### src/rtl/dag_pkg.sv
package dag_pkg;

    // Field widths
    localparam int PAGE_W   = 7;   // Main page number width
    localparam int LOCAL_W  = 16;  // Local address width
    localparam int OFF_W    = 7;   // Instruction offset width
    localparam int IOPG_W   = 9;   // I/O page select width
    localparam int DADDR_W  = PAGE_W + LOCAL_W;  // Data-space address width
    localparam int IOADDR_W = IOPG_W + OFF_W;    // I/O address width
    localparam int BIT_W    = 6;   // Register bit index width
    localparam int TGT_W    = 4;   // Register number inside a group

    // Reset values of the pointers
    localparam logic [PAGE_W-1:0]  RST_PAGE  = 7'h00;
    localparam logic [LOCAL_W-1:0] RST_LOCAL = 16'h0000;
    localparam logic [IOPG_W-1:0]  RST_IOPG  = 9'h000;

    // Mapped register area on main page 0
    localparam logic [PAGE_W-1:0]  MMR_PAGE  = 7'h00;
    localparam logic [LOCAL_W-1:0] MMR_LAST  = 16'h005f;

    // Highest bit index of each register size
    localparam logic [BIT_W-1:0]   ACC_TOP   = 6'h27;
    localparam logic [BIT_W-1:0]   WORD_TOP  = 6'h0f;

    // Highest register number of each targetable group
    localparam logic [TGT_W-1:0]   ACC_LAST  = 4'h3;
    localparam logic [TGT_W-1:0]   AUX_LAST  = 4'h7;
    localparam logic [TGT_W-1:0]   TMP_LAST  = 4'h3;

    // Direct addressing kind of the decoded operand
    typedef enum logic [1:0] {
        DM_NONE = 2'b00,
        DM_DATA = 2'b01,
        DM_BIT  = 2'b10,
        DM_IO   = 2'b11
    } dag_mode_t;

    // Register group targeted by a bit operand
    typedef enum logic [1:0] {
        TG_ACC   = 2'b00,
        TG_AUX   = 2'b01,
        TG_TMP   = 2'b10,
        TG_OTHER = 2'b11
    } dag_tgt_t;

endpackage

### src/rtl/dag_ptr_if.sv
`timescale 1ns/1ps
interface dag_ptr_if;
    import dag_pkg::*;

    logic                 wrMainHigh;     // Load main_page_high
    logic                 wrLocalBase;    // Load local_page_base
    logic                 wrExtPage;      // Load extended_page_pointer
    logic                 wrStackHigh;    // Load stack_page_high
    logic                 wrStackBase;    // Load stack_base_low
    logic                 wrExtStack;     // Load extended_stack_pointer
    logic                 wrIoPage;       // Load io_page_select
    logic                 wrModeSel;      // Load direct_mode_select
    logic [DADDR_W-1:0]   wrData;         // Shared write data
    logic [PAGE_W-1:0]    mainPageHigh;   // Current main page
    logic [LOCAL_W-1:0]   localPageBase;  // Current local page base
    logic [PAGE_W-1:0]    stackPageHigh;  // Current stack page
    logic [LOCAL_W-1:0]   stackBaseLow;   // Current stack base
    logic [IOPG_W-1:0]    ioPageSelect;   // Current I/O page
    logic                 directModeSel;  // Current direct mode select

    modport regs (
        input  wrMainHigh, wrLocalBase, wrExtPage, wrStackHigh, wrStackBase,
        input  wrExtStack, wrIoPage, wrModeSel, wrData,
        output mainPageHigh, localPageBase, stackPageHigh, stackBaseLow,
        output ioPageSelect, directModeSel
    );

    modport user (
        output wrMainHigh, wrLocalBase, wrExtPage, wrStackHigh, wrStackBase,
        output wrExtStack, wrIoPage, wrModeSel, wrData,
        input  mainPageHigh, localPageBase, stackPageHigh, stackBaseLow,
        input  ioPageSelect, directModeSel
    );

endinterface // dag_ptr_if

### src/rtl/dag_ptr_regs.sv
`timescale 1ns/1ps
module dag_ptr_regs
    import dag_pkg::*;
(
    input  wire logic clock,    // CPU clock
    input  wire logic sys_rst,  // Asynchronous reset, active high
    dag_ptr_if.regs   ptr       // Pointer write and read side
);

    // All pointer state in one record
    typedef struct packed {
        logic [PAGE_W-1:0]  mainPageHigh;
        logic [LOCAL_W-1:0] localPageBase;
        logic [PAGE_W-1:0]  stackPageHigh;
        logic [LOCAL_W-1:0] stackBaseLow;
        logic [IOPG_W-1:0]  ioPageSelect;
        logic               directModeSel;
    } dag_ptr_t;

    dag_ptr_t state_ff;  // Registered pointers
    dag_ptr_t nxt_state; // Next pointer values

    // Loads: each half alone, or both through the extended pointer
    always_comb begin
        nxt_state = state_ff;
        if (ptr.wrExtPage) begin
            nxt_state.mainPageHigh  = ptr.wrData[DADDR_W-1:LOCAL_W];
            nxt_state.localPageBase = ptr.wrData[LOCAL_W-1:0];
        end else begin
            if (ptr.wrMainHigh) begin
                nxt_state.mainPageHigh = ptr.wrData[PAGE_W-1:0];
            end
            if (ptr.wrLocalBase) begin
                nxt_state.localPageBase = ptr.wrData[LOCAL_W-1:0];
            end
        end
        if (ptr.wrExtStack) begin
            nxt_state.stackPageHigh = ptr.wrData[DADDR_W-1:LOCAL_W];
            nxt_state.stackBaseLow  = ptr.wrData[LOCAL_W-1:0];
        end else begin
            if (ptr.wrStackHigh) begin
                nxt_state.stackPageHigh = ptr.wrData[PAGE_W-1:0];
            end
            if (ptr.wrStackBase) begin
                nxt_state.stackBaseLow = ptr.wrData[LOCAL_W-1:0];
            end
        end
        if (ptr.wrIoPage) begin
            nxt_state.ioPageSelect = ptr.wrData[IOPG_W-1:0];
        end
        if (ptr.wrModeSel) begin
            nxt_state.directModeSel = ptr.wrData[0];
        end
    end

    // Pointer registers
    always_ff @(posedge clock or posedge sys_rst) begin
        if (sys_rst) begin
            state_ff <= '{RST_PAGE, RST_LOCAL, RST_PAGE, RST_LOCAL, RST_IOPG, 1'b0};
        end else begin
            state_ff <= nxt_state;
        end
    end

    // Present the pointers
    assign ptr.mainPageHigh  = state_ff.mainPageHigh;
    assign ptr.localPageBase = state_ff.localPageBase;
    assign ptr.stackPageHigh = state_ff.stackPageHigh;
    assign ptr.stackBaseLow  = state_ff.stackBaseLow;
    assign ptr.ioPageSelect  = state_ff.ioPageSelect;
    assign ptr.directModeSel = state_ff.directModeSel;

endmodule // dag_ptr_regs

### src/rtl/direct_address_generator.sv
`timescale 1ns/1ps
module direct_address_generator
    import dag_pkg::*;
(
    input  wire logic                clock,         // CPU clock, 200 MHz
    input  wire logic                sys_rst,       // Asynchronous reset, active high
    // Pointer loads from the CPU
    input  wire logic                wrMainHigh,    // Load main page alone
    input  wire logic                wrLocalBase,   // Load local base alone
    input  wire logic                wrExtPage,     // Load both page halves
    input  wire logic                wrStackHigh,   // Load stack page alone
    input  wire logic                wrStackBase,   // Load stack base alone
    input  wire logic                wrExtStack,    // Load both stack halves
    input  wire logic                wrIoPage,      // Load I/O page select
    input  wire logic                wrModeSel,     // Load direct mode select
    input  wire logic [DADDR_W-1:0]  wrData,        // Load data, right aligned
    // Decoded operand
    input  wire dag_mode_t           opMode,        // Direct mode of the operand
    input  wire logic                opRegMap,      // Register-map qualifier
    input  wire logic [OFF_W-1:0]    opOffset,      // Seven-bit word offset
    input  wire logic [BIT_W-1:0]    opBitIndex,    // Bit index of bit operand
    input  wire logic                opBitInstr,    // Instruction is a bit op
    input  wire dag_tgt_t            opTgtGroup,    // Targeted register group
    input  wire logic [TGT_W-1:0]    opTgtNum,      // Register number in group
    // Generated access
    output logic [DADDR_W-1:0]       dataAddr,      // Data-space address
    output logic                     dataValid,     // Data address is live
    output logic                     dataIsStack,   // Data address from stack
    output logic [IOADDR_W-1:0]      ioAddr,        // I/O-space address
    output logic                     ioValid,       // I/O address is live
    output logic [BIT_W-1:0]         bitPos,        // Selected register bit
    output dag_tgt_t                 bitGroup,      // Register group of bit
    output logic [TGT_W-1:0]         bitReg,        // Register number of bit
    output logic                     bitValid,      // Bit target is live
    // Status, one cycle after the operand
    output logic                     opRejected,    // Last operand refused
    output logic                     wrapSeen,      // Last sum wrapped
    output logic                     stackMmrHit,   // Stack touched mapped area
    // Pointer readback
    output logic [DADDR_W-1:0]       extPagePtr,    // Extended page pointer
    output logic [DADDR_W-1:0]       extStackPtr,   // Extended stack pointer
    output logic [IOPG_W-1:0]        ioPageSel,     // I/O page select
    output logic                     modeSel        // Direct mode select
);

    // Status state in one record
    typedef struct packed {
        logic rejected;
        logic wrapped;
        logic mmrHit;
    } dag_stat_t;

    dag_stat_t stat_ff;   // Registered status
    dag_stat_t nxt_stat;  // Next status

    dag_ptr_if ptr ();    // Link to the pointer registers

    // Bases and sums of the data-space path
    logic [PAGE_W-1:0]  selHigh;    // Upper seven address bits
    logic [LOCAL_W-1:0] selBase;    // Base added to the offset
    logic [LOCAL_W:0]   wideSum;    // Sum with carry for wrap sensing
    logic               stackSel;   // Stack direct chosen
    logic               bitLegal;   // Bit operand acceptable
    logic               opLive;     // Some direct operand decoded
    logic               opBad;      // Operand refused

    // Checks a bit index and register number against the group
    function automatic logic bit_ok(input dag_tgt_t grp,
                                    input logic [TGT_W-1:0] num,
                                    input logic [BIT_W-1:0] idx);
        logic ok;
        ok = 1'b0;
        case (grp)
            TG_ACC:  ok = (num <= ACC_LAST) && (idx <= ACC_TOP);
            TG_AUX:  ok = (num <= AUX_LAST) && (idx <= WORD_TOP);
            TG_TMP:  ok = (num <= TMP_LAST) && (idx <= WORD_TOP);
            default: ok = 1'b0;
        endcase
        return ok;
    endfunction

    // Pointer register bank
    dag_ptr_regs u_ptr_regs (
        .clock   (clock),
        .sys_rst (sys_rst),
        .ptr     (ptr)
    );

    // Forward the loads into the bank
    assign ptr.wrMainHigh  = wrMainHigh;
    assign ptr.wrLocalBase = wrLocalBase;
    assign ptr.wrExtPage   = wrExtPage;
    assign ptr.wrStackHigh = wrStackHigh;
    assign ptr.wrStackBase = wrStackBase;
    assign ptr.wrExtStack  = wrExtStack;
    assign ptr.wrIoPage    = wrIoPage;
    assign ptr.wrModeSel   = wrModeSel;
    assign ptr.wrData      = wrData;

    // Choose page and base for the data-space direct modes
    always_comb begin
        stackSel = ptr.directModeSel;
        if (opRegMap) begin
            // Register-map access: behave as if on page 0, base 0
            selHigh = RST_PAGE;
            selBase = RST_LOCAL;
        end else if (stackSel) begin
            selHigh = ptr.stackPageHigh;
            selBase = ptr.stackBaseLow;
        end else begin
            selHigh = ptr.mainPageHigh;
            selBase = ptr.localPageBase;
        end
    end

    // Sixteen-bit sum; the carry only feeds the wrap flag
    assign wideSum = {1'b0, selBase} + {{(LOCAL_W+1-OFF_W){1'b0}}, opOffset};

    // Data-space address, same cycle as the operand
    always_comb begin
        dataAddr    = {selHigh, wideSum[LOCAL_W-1:0]};
        dataValid   = (opMode == DM_DATA);
        dataIsStack = (opMode == DM_DATA) && stackSel && !opRegMap;
    end

    // I/O address: page select above, offset below
    always_comb begin
        ioAddr  = {ptr.ioPageSelect, opOffset};
        ioValid = (opMode == DM_IO);
    end

    // Bit target from the index, group and register number, valid only for a bit op; no pointer involved
    always_comb begin
        bitLegal = opBitInstr && bit_ok(opTgtGroup, opTgtNum, opBitIndex);
        bitPos   = opBitIndex;
        bitGroup = opTgtGroup;
        bitReg   = opTgtNum;
        bitValid = (opMode == DM_BIT) && bitLegal;
    end

    // Refusal of an operand that cannot be served
    always_comb begin
        opLive = (opMode != DM_NONE);
        opBad  = (opMode == DM_BIT) && !bitLegal;
    end

    // Next status for the cycle after the operand
    always_comb begin
        nxt_stat          = '0;
        nxt_stat.rejected = opLive && opBad;
        // Carry out of bit 15 means the local address wrapped
        nxt_stat.wrapped  = dataValid && wideSum[LOCAL_W];
        // Stack access landing in the mapped-register area of page 0
        nxt_stat.mmrHit   = dataIsStack && (selHigh == MMR_PAGE)
                            && (wideSum[LOCAL_W-1:0] <= MMR_LAST);
    end

    // Status register
    always_ff @(posedge clock or posedge sys_rst) begin
        if (sys_rst) begin
            stat_ff <= '0;
        end else begin
            stat_ff <= nxt_stat;
        end
    end

    // Status and readback outputs
    assign opRejected  = stat_ff.rejected;
    assign wrapSeen    = stat_ff.wrapped;
    assign stackMmrHit = stat_ff.mmrHit;
    assign extPagePtr  = {ptr.mainPageHigh, ptr.localPageBase};
    assign extStackPtr = {ptr.stackPageHigh, ptr.stackBaseLow};
    assign ioPageSel   = ptr.ioPageSelect;
    assign modeSel     = ptr.directModeSel;

endmodule // direct_address_generator

### config.mk
export PLATFORM = sky130hd
export DESIGN_NAME = direct_address_generator
export DESIGN_NICKNAME = d
export VERILOG_FILES = /design/src/rtl/dag_pkg.sv /design/src/rtl/dag_ptr_if.sv /design/src/rtl/dag_ptr_regs.sv /design/src/rtl/direct_address_generator.sv
export SDC_FILE = /design/constraint.sdc
export NUM_CORES = 1
export LEC_CHECK = 0
export ABC_AREA = 0
export BUFFER_PORTS_ARGS = -buffer_cell sky130_fd_sc_hd__buf_2
export CORE_MARGIN = 2
export CORE_UTILIZATION = 51
export DETAILED_ROUTE_END_ITERATION = 10
export MAX_ROUTING_LAYER = met4
export PLACE_DENSITY = 0.94
export SYNTH_ARGS = -nofsm -noshare
export SYNTH_HDL_FRONTEND = slang
export SYNTH_SLANG_ARGS = --single-unit
### constraint.sdc
create_clock -name clock -period 5.7 [get_ports clock]
set_input_delay 0.285 -clock clock [delete_from_list [all_inputs] [get_ports clock]]
set_output_delay 0.285 -clock clock [all_outputs]
set_load 0.005 [all_outputs]
==> metrics.md, run 1 <==
| Metric | Value |
|---|---|
| H-tree depth | 3 |
| FP Rows | 30 |
| Endpoint kind of the worst setup timing path | output port |
| LEAKAGE | 2.22 nW |
| CTS buffer count | 9 |
| Final Cycle Share | 67.1% |
| Placed inst area | 4270 µm² |
| Clock buffer depth | 2 |
| WL final | 9.84 mm |
| Total number of yosys warnings | 0 |
| Max Slew Vio Count | 0 |
| CTS tree | built |
| Post-synthesis to final-layout area growth | 23.6% |
| Power Dens Cells | 265 nW/µm² |
| R2R Path Start | u_ptr_regs.ptr.directModeSel |
| Worst Skew | 0.00792 ns |
| Maximum clock frequency | 261 MHz |
| # hold bufs at CTS | 0 |
| Die H | 88.2 µm |
| DR vias | 3117 |
| Final net count | 538 |
| Residual DRC count | 0 |
| Antenna-violating nets left | 0 |
| I/O pin count | 170 |
| VDD IR-drop max | 0.000167 V |
| Post-route worst setup slack | 1.87 ns |
| Yosys top cell area share | 40.8% |
| GPL Wtd Cong | 0.930 |
| Worst setup path class | reg2out |
| Setup bufs post-CTS | 0 |
| Worst slew margin | 39.9% |
| Top cells by count, synth | dfrtp_1 (59), mux2_2 (42), mux2i_1 (37), nor2_1 (32), buf_4 (28) |
| Post-synthesis net count | 407 |
| Initial DRC Count | 242 |
| Post-route minimum period | 3.83 ns |
| Cell area after synthesis | 3620 µm² |
| First-pass GRT wire length | 15.0 mm |
| Async set-reset flop share out of synthesis | 100% |
| Pre-antenna DRT Iters | 4 |
| RSZ-0062 raised after global routing | false |
| Worst skew pair latency | 0.34 ns |
| Required time of the critical path | 5.41 ns |
| Hold Crit Class | in2async |
| Pre-CTS setup slack | 1.98 ns |
| Crit-path max FO | 40 |
| Synthesized area per cell | 10.6 µm² |
| Number of global-route vias before repair | 3032 |
| Worst path arrival time | 3.54 ns |
| Starting Density | 53.0% |
| Final hold violations | 0 |
| Predominant post-synthesis flop cell | dfrtp_1 |
| Number of max-cap violations | 0 |
| Gate Count Post-Synth | 343 |
| #FFs+latches synth | 59 |
| Final setup fails | 0 |
| Worst Max-Slew Pin Slew | 0.901 ns |
| Routed WL per cell | 17.1 µm |
| Core area | 6830 µm² |
| Pwr Total | 1.18 mW |
| Die ar. | 7790 µm² |
| Top-count cell post-synth | dfrtp_1 |
| Num Clock Sinks | 59 |
| Share of layout cells above drive strength 1 | 47.6% |
| Crit start category | flip-flop |
| Top post-synthesis cells by area | dfrtp_1 (41%), mux2_2 (13%), mux2i_1 (10%) |
| Antenna violations before repair | 0 |
| Die W | 88.2 µm |
| R2R depth | 10 |
| Overflow after GRT | 0 |
| Port buffer count | 159 |
| Reg2reg end | stackMmrHit |
| Setup TNS | 0 ns |
| Gr usage total | 26.2% |
| Detail-routed via count per cell | 5.42 |
| Sequential fraction of the synthesis area | 40.8% |
| Reg2reg setup slack | 1.93 ns |
| Final Cell Area | 4480 µm² |
| Antenna diodes | 0 |
| CTS root buf | clkbuf_8 |
| Reg clk slew, reported paths | 0.07 ns |
| Post-synth EDFFs | 0 |
| Dpl hpwl | 7.45 mm |
| Largest area contributor in the netlist | dfrtp_1 |
| Resized Gates After CTS | 0 |
| Largest net degree at the start of global routing | 60 |
| Distinct cells, synth | 51 |
| Status | finished, final reports clean |
-- critical path: stages, from the launching register on --
cell and delay (ns):
dfrtp_2 0.96, mux2i_1 0.30, nor2_1 0.06, ha_1 0.26
fa_1 0.44, a211oi_1 0.34, o211ai_1 0.23, nand3_1 0.18
or3_1 0.17, xnor2_1 0.12, buf_2 0.13
-- report_power, final --
part / switching (mW) / internal, mW
clock network: 0.180 / 0.214
logic: 0.145 / 0.145
registers: 0.0453 / 0.455
-- stage by stage --
step / util, % / hold WS [ns] / std cells
after global routing: 65.5 / 0.169 / 575
after CTS: 65.5 / 0.151 / 575
after detailed placement: 62.6 / 0.513 / 559
final: 65.5 / 0.148 / 575
after floorplan: - / 0.394 / 343
after global placement: 62.6 / 0.504 / 559
-- cells by family after synthesis --
family / count (synthesis) / share of synthesized area, %
adders and majority gates: 8 / 2.97
DFF: 59 / 40.8
AOI/OAI and AO/OA: 51 / 9.09
muxes: 79 / 23.3
xor gates and xnor gates: 15 / 3.63
and+or+nand+nor: 85 / 11.9
buffers and inverters: 46 / 8.30
-- worst max path at each step --
| stage | startpoint | endpoint | slack (ns) |
|---|---|---|---|
| 3_5_place_dp | u_ptr_regs.ptr.directModeSel | stackMmrHit | 1.98 |
| 6_report | u_ptr_regs.ptr.directModeSel | dataAddr[12] | 1.87 |
| 2_1_floorplan | u_ptr_regs.ptr.directModeSel | stackMmrHit | 2.29 |
| 5_1_grt | u_ptr_regs.ptr.directModeSel | dataAddr[12] | 1.69 |
| 4_1_cts | u_ptr_regs.ptr.directModeSel | dataAddr[12] | 1.88 |
| 3_3_place_gp | u_ptr_regs.ptr.directModeSel | stackMmrHit | 2.21 |
-- final cells by class --
type,instances,area [µm²]
clock buffer,10,138
clock inverter,6,63.8
fill,547,2360
inverter,4,15.0
multi-input combinational,238,1840
sequential,59,1480
tap,96,120
timing repair buffer,162,818
-- sequential cells by signal, summed over array words and instances (netlist names) --
signal and cells:
u_ptr_regs.ptr.stackBaseLow 16, wrapSeen 1, opRejected 1, u_ptr_regs.ptr.directModeSel 1
u_ptr_regs.ptr.stackPageHigh 7, u_ptr_regs.ptr.ioPageSelect 9, u_ptr_regs.ptr.localPageBase 16, stackMmrHit 1
u_ptr_regs.ptr.mainPageHigh 7
-- cells in the final DEF, fill, tap and decap left out, types with 5 or more instances in the layout --
| cell type | Yosys | layout |
|---|---|---|
| ha_1 | 7 | 7 |
| dfrtp_1 | 59 | 58 |
| nand2_1 | 17 | 17 |
| nor2_1 | 32 | 32 |
| xnor2_1 | 12 | 12 |
| buf_2 | 3 | 159 |
| mux2_2 | 42 | 42 |
| clkbuf_8 | 0 | 10 |
| nand3b_1 | 5 | 5 |
| o21ai_0 | 18 | 18 |
| mux2i_1 | 37 | 37 |
| a21oi_1 | 7 | 7 |
| nand3_1 | 5 | 5 |
-- metal layers --
metal,global-route usage [%],vias up,part of all wire [%]
met5,-,-,0
met4,10.9,0,2.5
met3,5.22,22,6.0
met2,39.9,125,48
met1,34.4,1514,43
li1,-,1456,-
Power figures use the tool's default switching activity.
==> run 2, diff against run 1 <==
- CORE_UTILIZATION: 51 -> 47
- PLACE_DENSITY: 0.94 -> 0.88
- clock period: 5.7 -> 4 ns (I/O delays scaled with it)
==> run 2 against run 1 <==
Effect of this change: clock-buffer cell count is 2 higher; sequential power is 41% higher; first-iteration DRC count is 33% lower; sequential share of layout area is 0.43 points lower; worst setup slack worse by 1.4 ns; clock power is 59% higher; critical endpoint unchanged; largest cell class unchanged; largest power group unchanged; highest routed layer unchanged.
==> metrics.md, run 2 (same netlist as run 1, synthesis figures left out) <==
| Metric | Value |
|---|---|
| Final Cycle Share | 89.2% |
| Number of max-cap violations | 0 (unchanged) |
| LEAKAGE | 2.24 nW (+1.3%) |
| R2R depth | 10 (unchanged) |
| Worst skew pair latency | 0.33 ns (about the same) |
| Crit-path max FO | 26 (-35%) |
| Setup TNS | 0 ns (unchanged) |
| Int Pwr | 1.24 mW (+53%) |
| Routed WL per cell | 16.7 µm (-2.3%) |
| Hold Crit Class | in2reg |
| Reg clk slew, reported paths | 0.07 ns (about the same) |
| Antenna violations before repair | 0 (unchanged) |
| Status | finished, final reports clean |
| Final setup fails | 0 (unchanged) |
| CTS buffer count | 9 (unchanged) |
| CTS tree | built |
| Final Cell Area | 4530 µm² (+1.3%) |
| Crit start category | flip-flop |
| Die ar. | 8420 µm² (+8.1%) |
| Port buffer count | 159 (unchanged) |
| Share of layout cells above drive strength 1 | 47.5% (-0.089 points) |
| Clock buffer depth | 2 (unchanged) |
| Sw Share | 29.3% (-2.0 points) |
| Worst setup path class | reg2out |
| Setup bufs post-CTS | 0 (unchanged) |
| Max Slew Vio Count | 0 (unchanged) |
| VDD IR-drop max | 0.000264 V (+57%) |
| I/O pin count | 170 (unchanged) |
| GPL Wtd Cong | 0.848 (-8.7%) |
| Clock network fraction of design power | 35.7% (+2.4 points) |
| Die H | 91.8 µm (+4.0%) |
| Post-route minimum period | 3.57 ns |
| Residual DRC count | 0 (unchanged) |
| Post-synthesis to final-layout area growth | 25.3% |
| CTS root buf | clkbuf_8 |
| Gr usage total | 23.9% (-2.3 points) |
| Pre-antenna DRT Iters | 4 (unchanged) |
| Largest net degree at the start of global routing | 39 (-35%) |
| # hold bufs at CTS | 1 (+1) |
| Worst Skew | 0.00746 ns (-0.000460 ns) |
| Final core utilization | 59.6% (-5.9 points) |
| Worst Max-Slew Pin Slew | 0.486 ns (-0.415 ns) |
| FP Rows | 32 (+6.7%) |
| Combinational power share | 24.1% (-0.4 points) |
| Most frequent cells in the layout | buf_2 (159), dfrtp_1 (58), mux2_2 (42) |
| WL final | 9.77 mm (-0.80%) |
| Antenna-violating nets left | 0 (unchanged) |
| Endpoint kind of the worst setup timing path | output port |
| Power Dens Cells | 387 nW/µm² (+46%) |
| Core area | 7610 µm² (+11%) |
| Final hold violations | 0 (unchanged) |
| Worst hold path cell count | 3 |
| Switch Pwr | 514 µW (+38%) |
| First-pass GRT wire length | 15.3 mm (+2.2%) |
| Num Clock Sinks | 59 (unchanged) |
| Overflow after GRT | 0 (unchanged) |
| Maximum clock frequency | 280 MHz |
| Placed inst area | 4300 µm² (+0.53%) |
| H-tree depth | 3 (unchanged) |
| Worst path arrival time | 3.37 ns (-0.17 ns) |
| # fillers | 663 (+21%) |
| Starting Density | 47.6% (-5.4 points) |
| Antenna diodes | 0 (unchanged) |
| Commonest non-fill, non-tap cell in the layout | buf_2 |
| DR vias | 3135 (+0.58%) |
| Initial DRC Count | 161 (-33%) |
| Required time of the critical path | 3.80 ns (-1.61 ns) |
| Worst slew margin | 67.6% (+28 points) |
| RSZ-0062 raised after global routing | false |
| Final net count | 541 (+0.56%) |
| Detail-routed via count per cell | 5.37 (-0.97%) |
| Die W | 91.8 µm (+4.0%) |
| Dpl hpwl | 7.60 mm (+2.0%) |
| Sequential power share | 40.2% (-2.0 points) |
| Number of global-route vias before repair | 3082 (+1.6%) |
| Resized Gates After CTS | 0 (unchanged) |
## run 2: cell types whose count changed in the layout (fill, tap and decap cells not counted), sizes merged
cell         delta
clkinv          -1
clkbuf          +2
inv             -1
buf             +2
bufinv          +1
dlygate4sd3     +1
clkinvlp        -1
## run 2: final cells by class
| class | instances | area [µm²] | share of cell area [%] |
|---|---|---|---|
| Multi-Input combinational cell | 238 | 1840 | 40.6 |
| Sequential cell | 59 | 1480 | 32.6 |
| Timing Repair Buffer | 165 | 843 | 18.6 |
| Clock buffer | 12 | 155 | 3.42 |
| Tap cell | 102 | 128 | 2.81 |
| Clock inverter | 4 | 72.6 | 1.60 |
| Inverter | 4 | 15.0 | 0.331 |
## run 2: path summary, 6_finish.rpt
kind | startpoint | endpoint | slack, ns
max in group asynchronous | sys_rst | u_ptr_regs.ptr.mainPageHigh[4] | 2.71
hold / removal | wrData[16] | u_ptr_regs.ptr.mainPageHigh[0] | 0.09
min in group asynchronous | sys_rst | u_ptr_regs.ptr.mainPageHigh[3] | 0.43
setup reg to reg | u_ptr_regs.ptr.directModeSel | stackMmrHit | 0.73
hold reg to reg | u_ptr_regs.ptr.ioPageSelect[0] | u_ptr_regs.ptr.ioPageSelect[0] | 0.53
setup / recovery | u_ptr_regs.ptr.directModeSel | dataAddr[12] | 0.43
## run 2: critical path, cell delays in order, from the launching register on
cell      delay [ns]
dfrtp_2         0.61
buf_4           0.40
mux2i_1         0.23
nor2_1          0.06
ha_1            0.38
o211ai_1        0.13
o211ai_1        0.34
nand3_1         0.19
or3_1           0.39
xnor2_1         0.18
buf_2           0.13
## run 2: routing by layer
metal / global-route usage, % / vias up / wire [µm]
met5: - / - / 0
met4: 11.2 / 0 / 229
met3: 3.62 / 20 / 619
met2: 37.7 / 133 / 4660
met1: 30.5 / 1508 / 4250
li1: - / 1474 / -
## run 2: power groups by stage
stage	combinational, mW	sequential, mW	clock, mW
2_1_floorplan	0.268	0.703	0
3_3_place_gp	0.410	0.712	0
3_5_place_dp	0.424	0.716	0
4_1_cts	0.426	0.705	0.633
5_1_grt	0.464	0.712	0.658
6_report	0.423	0.706	0.627
## run 2: stage by stage
step / cells / hold WS (ns) / power, mW / setup slack [ns]
detailed placement: 567 / 0.244 / 1.14 / 0.781
global route: 584 / 0.0832 / 1.83 / 0.244
global placement: 567 / 0.237 / 1.12 / 0.872
CTS: 584 / 0.0704 / 1.76 / 0.439
floorplan: 343 / 0.309 / 0.971 / 0.589
finish: 584 / 0.0850 / 1.76 / 0.433
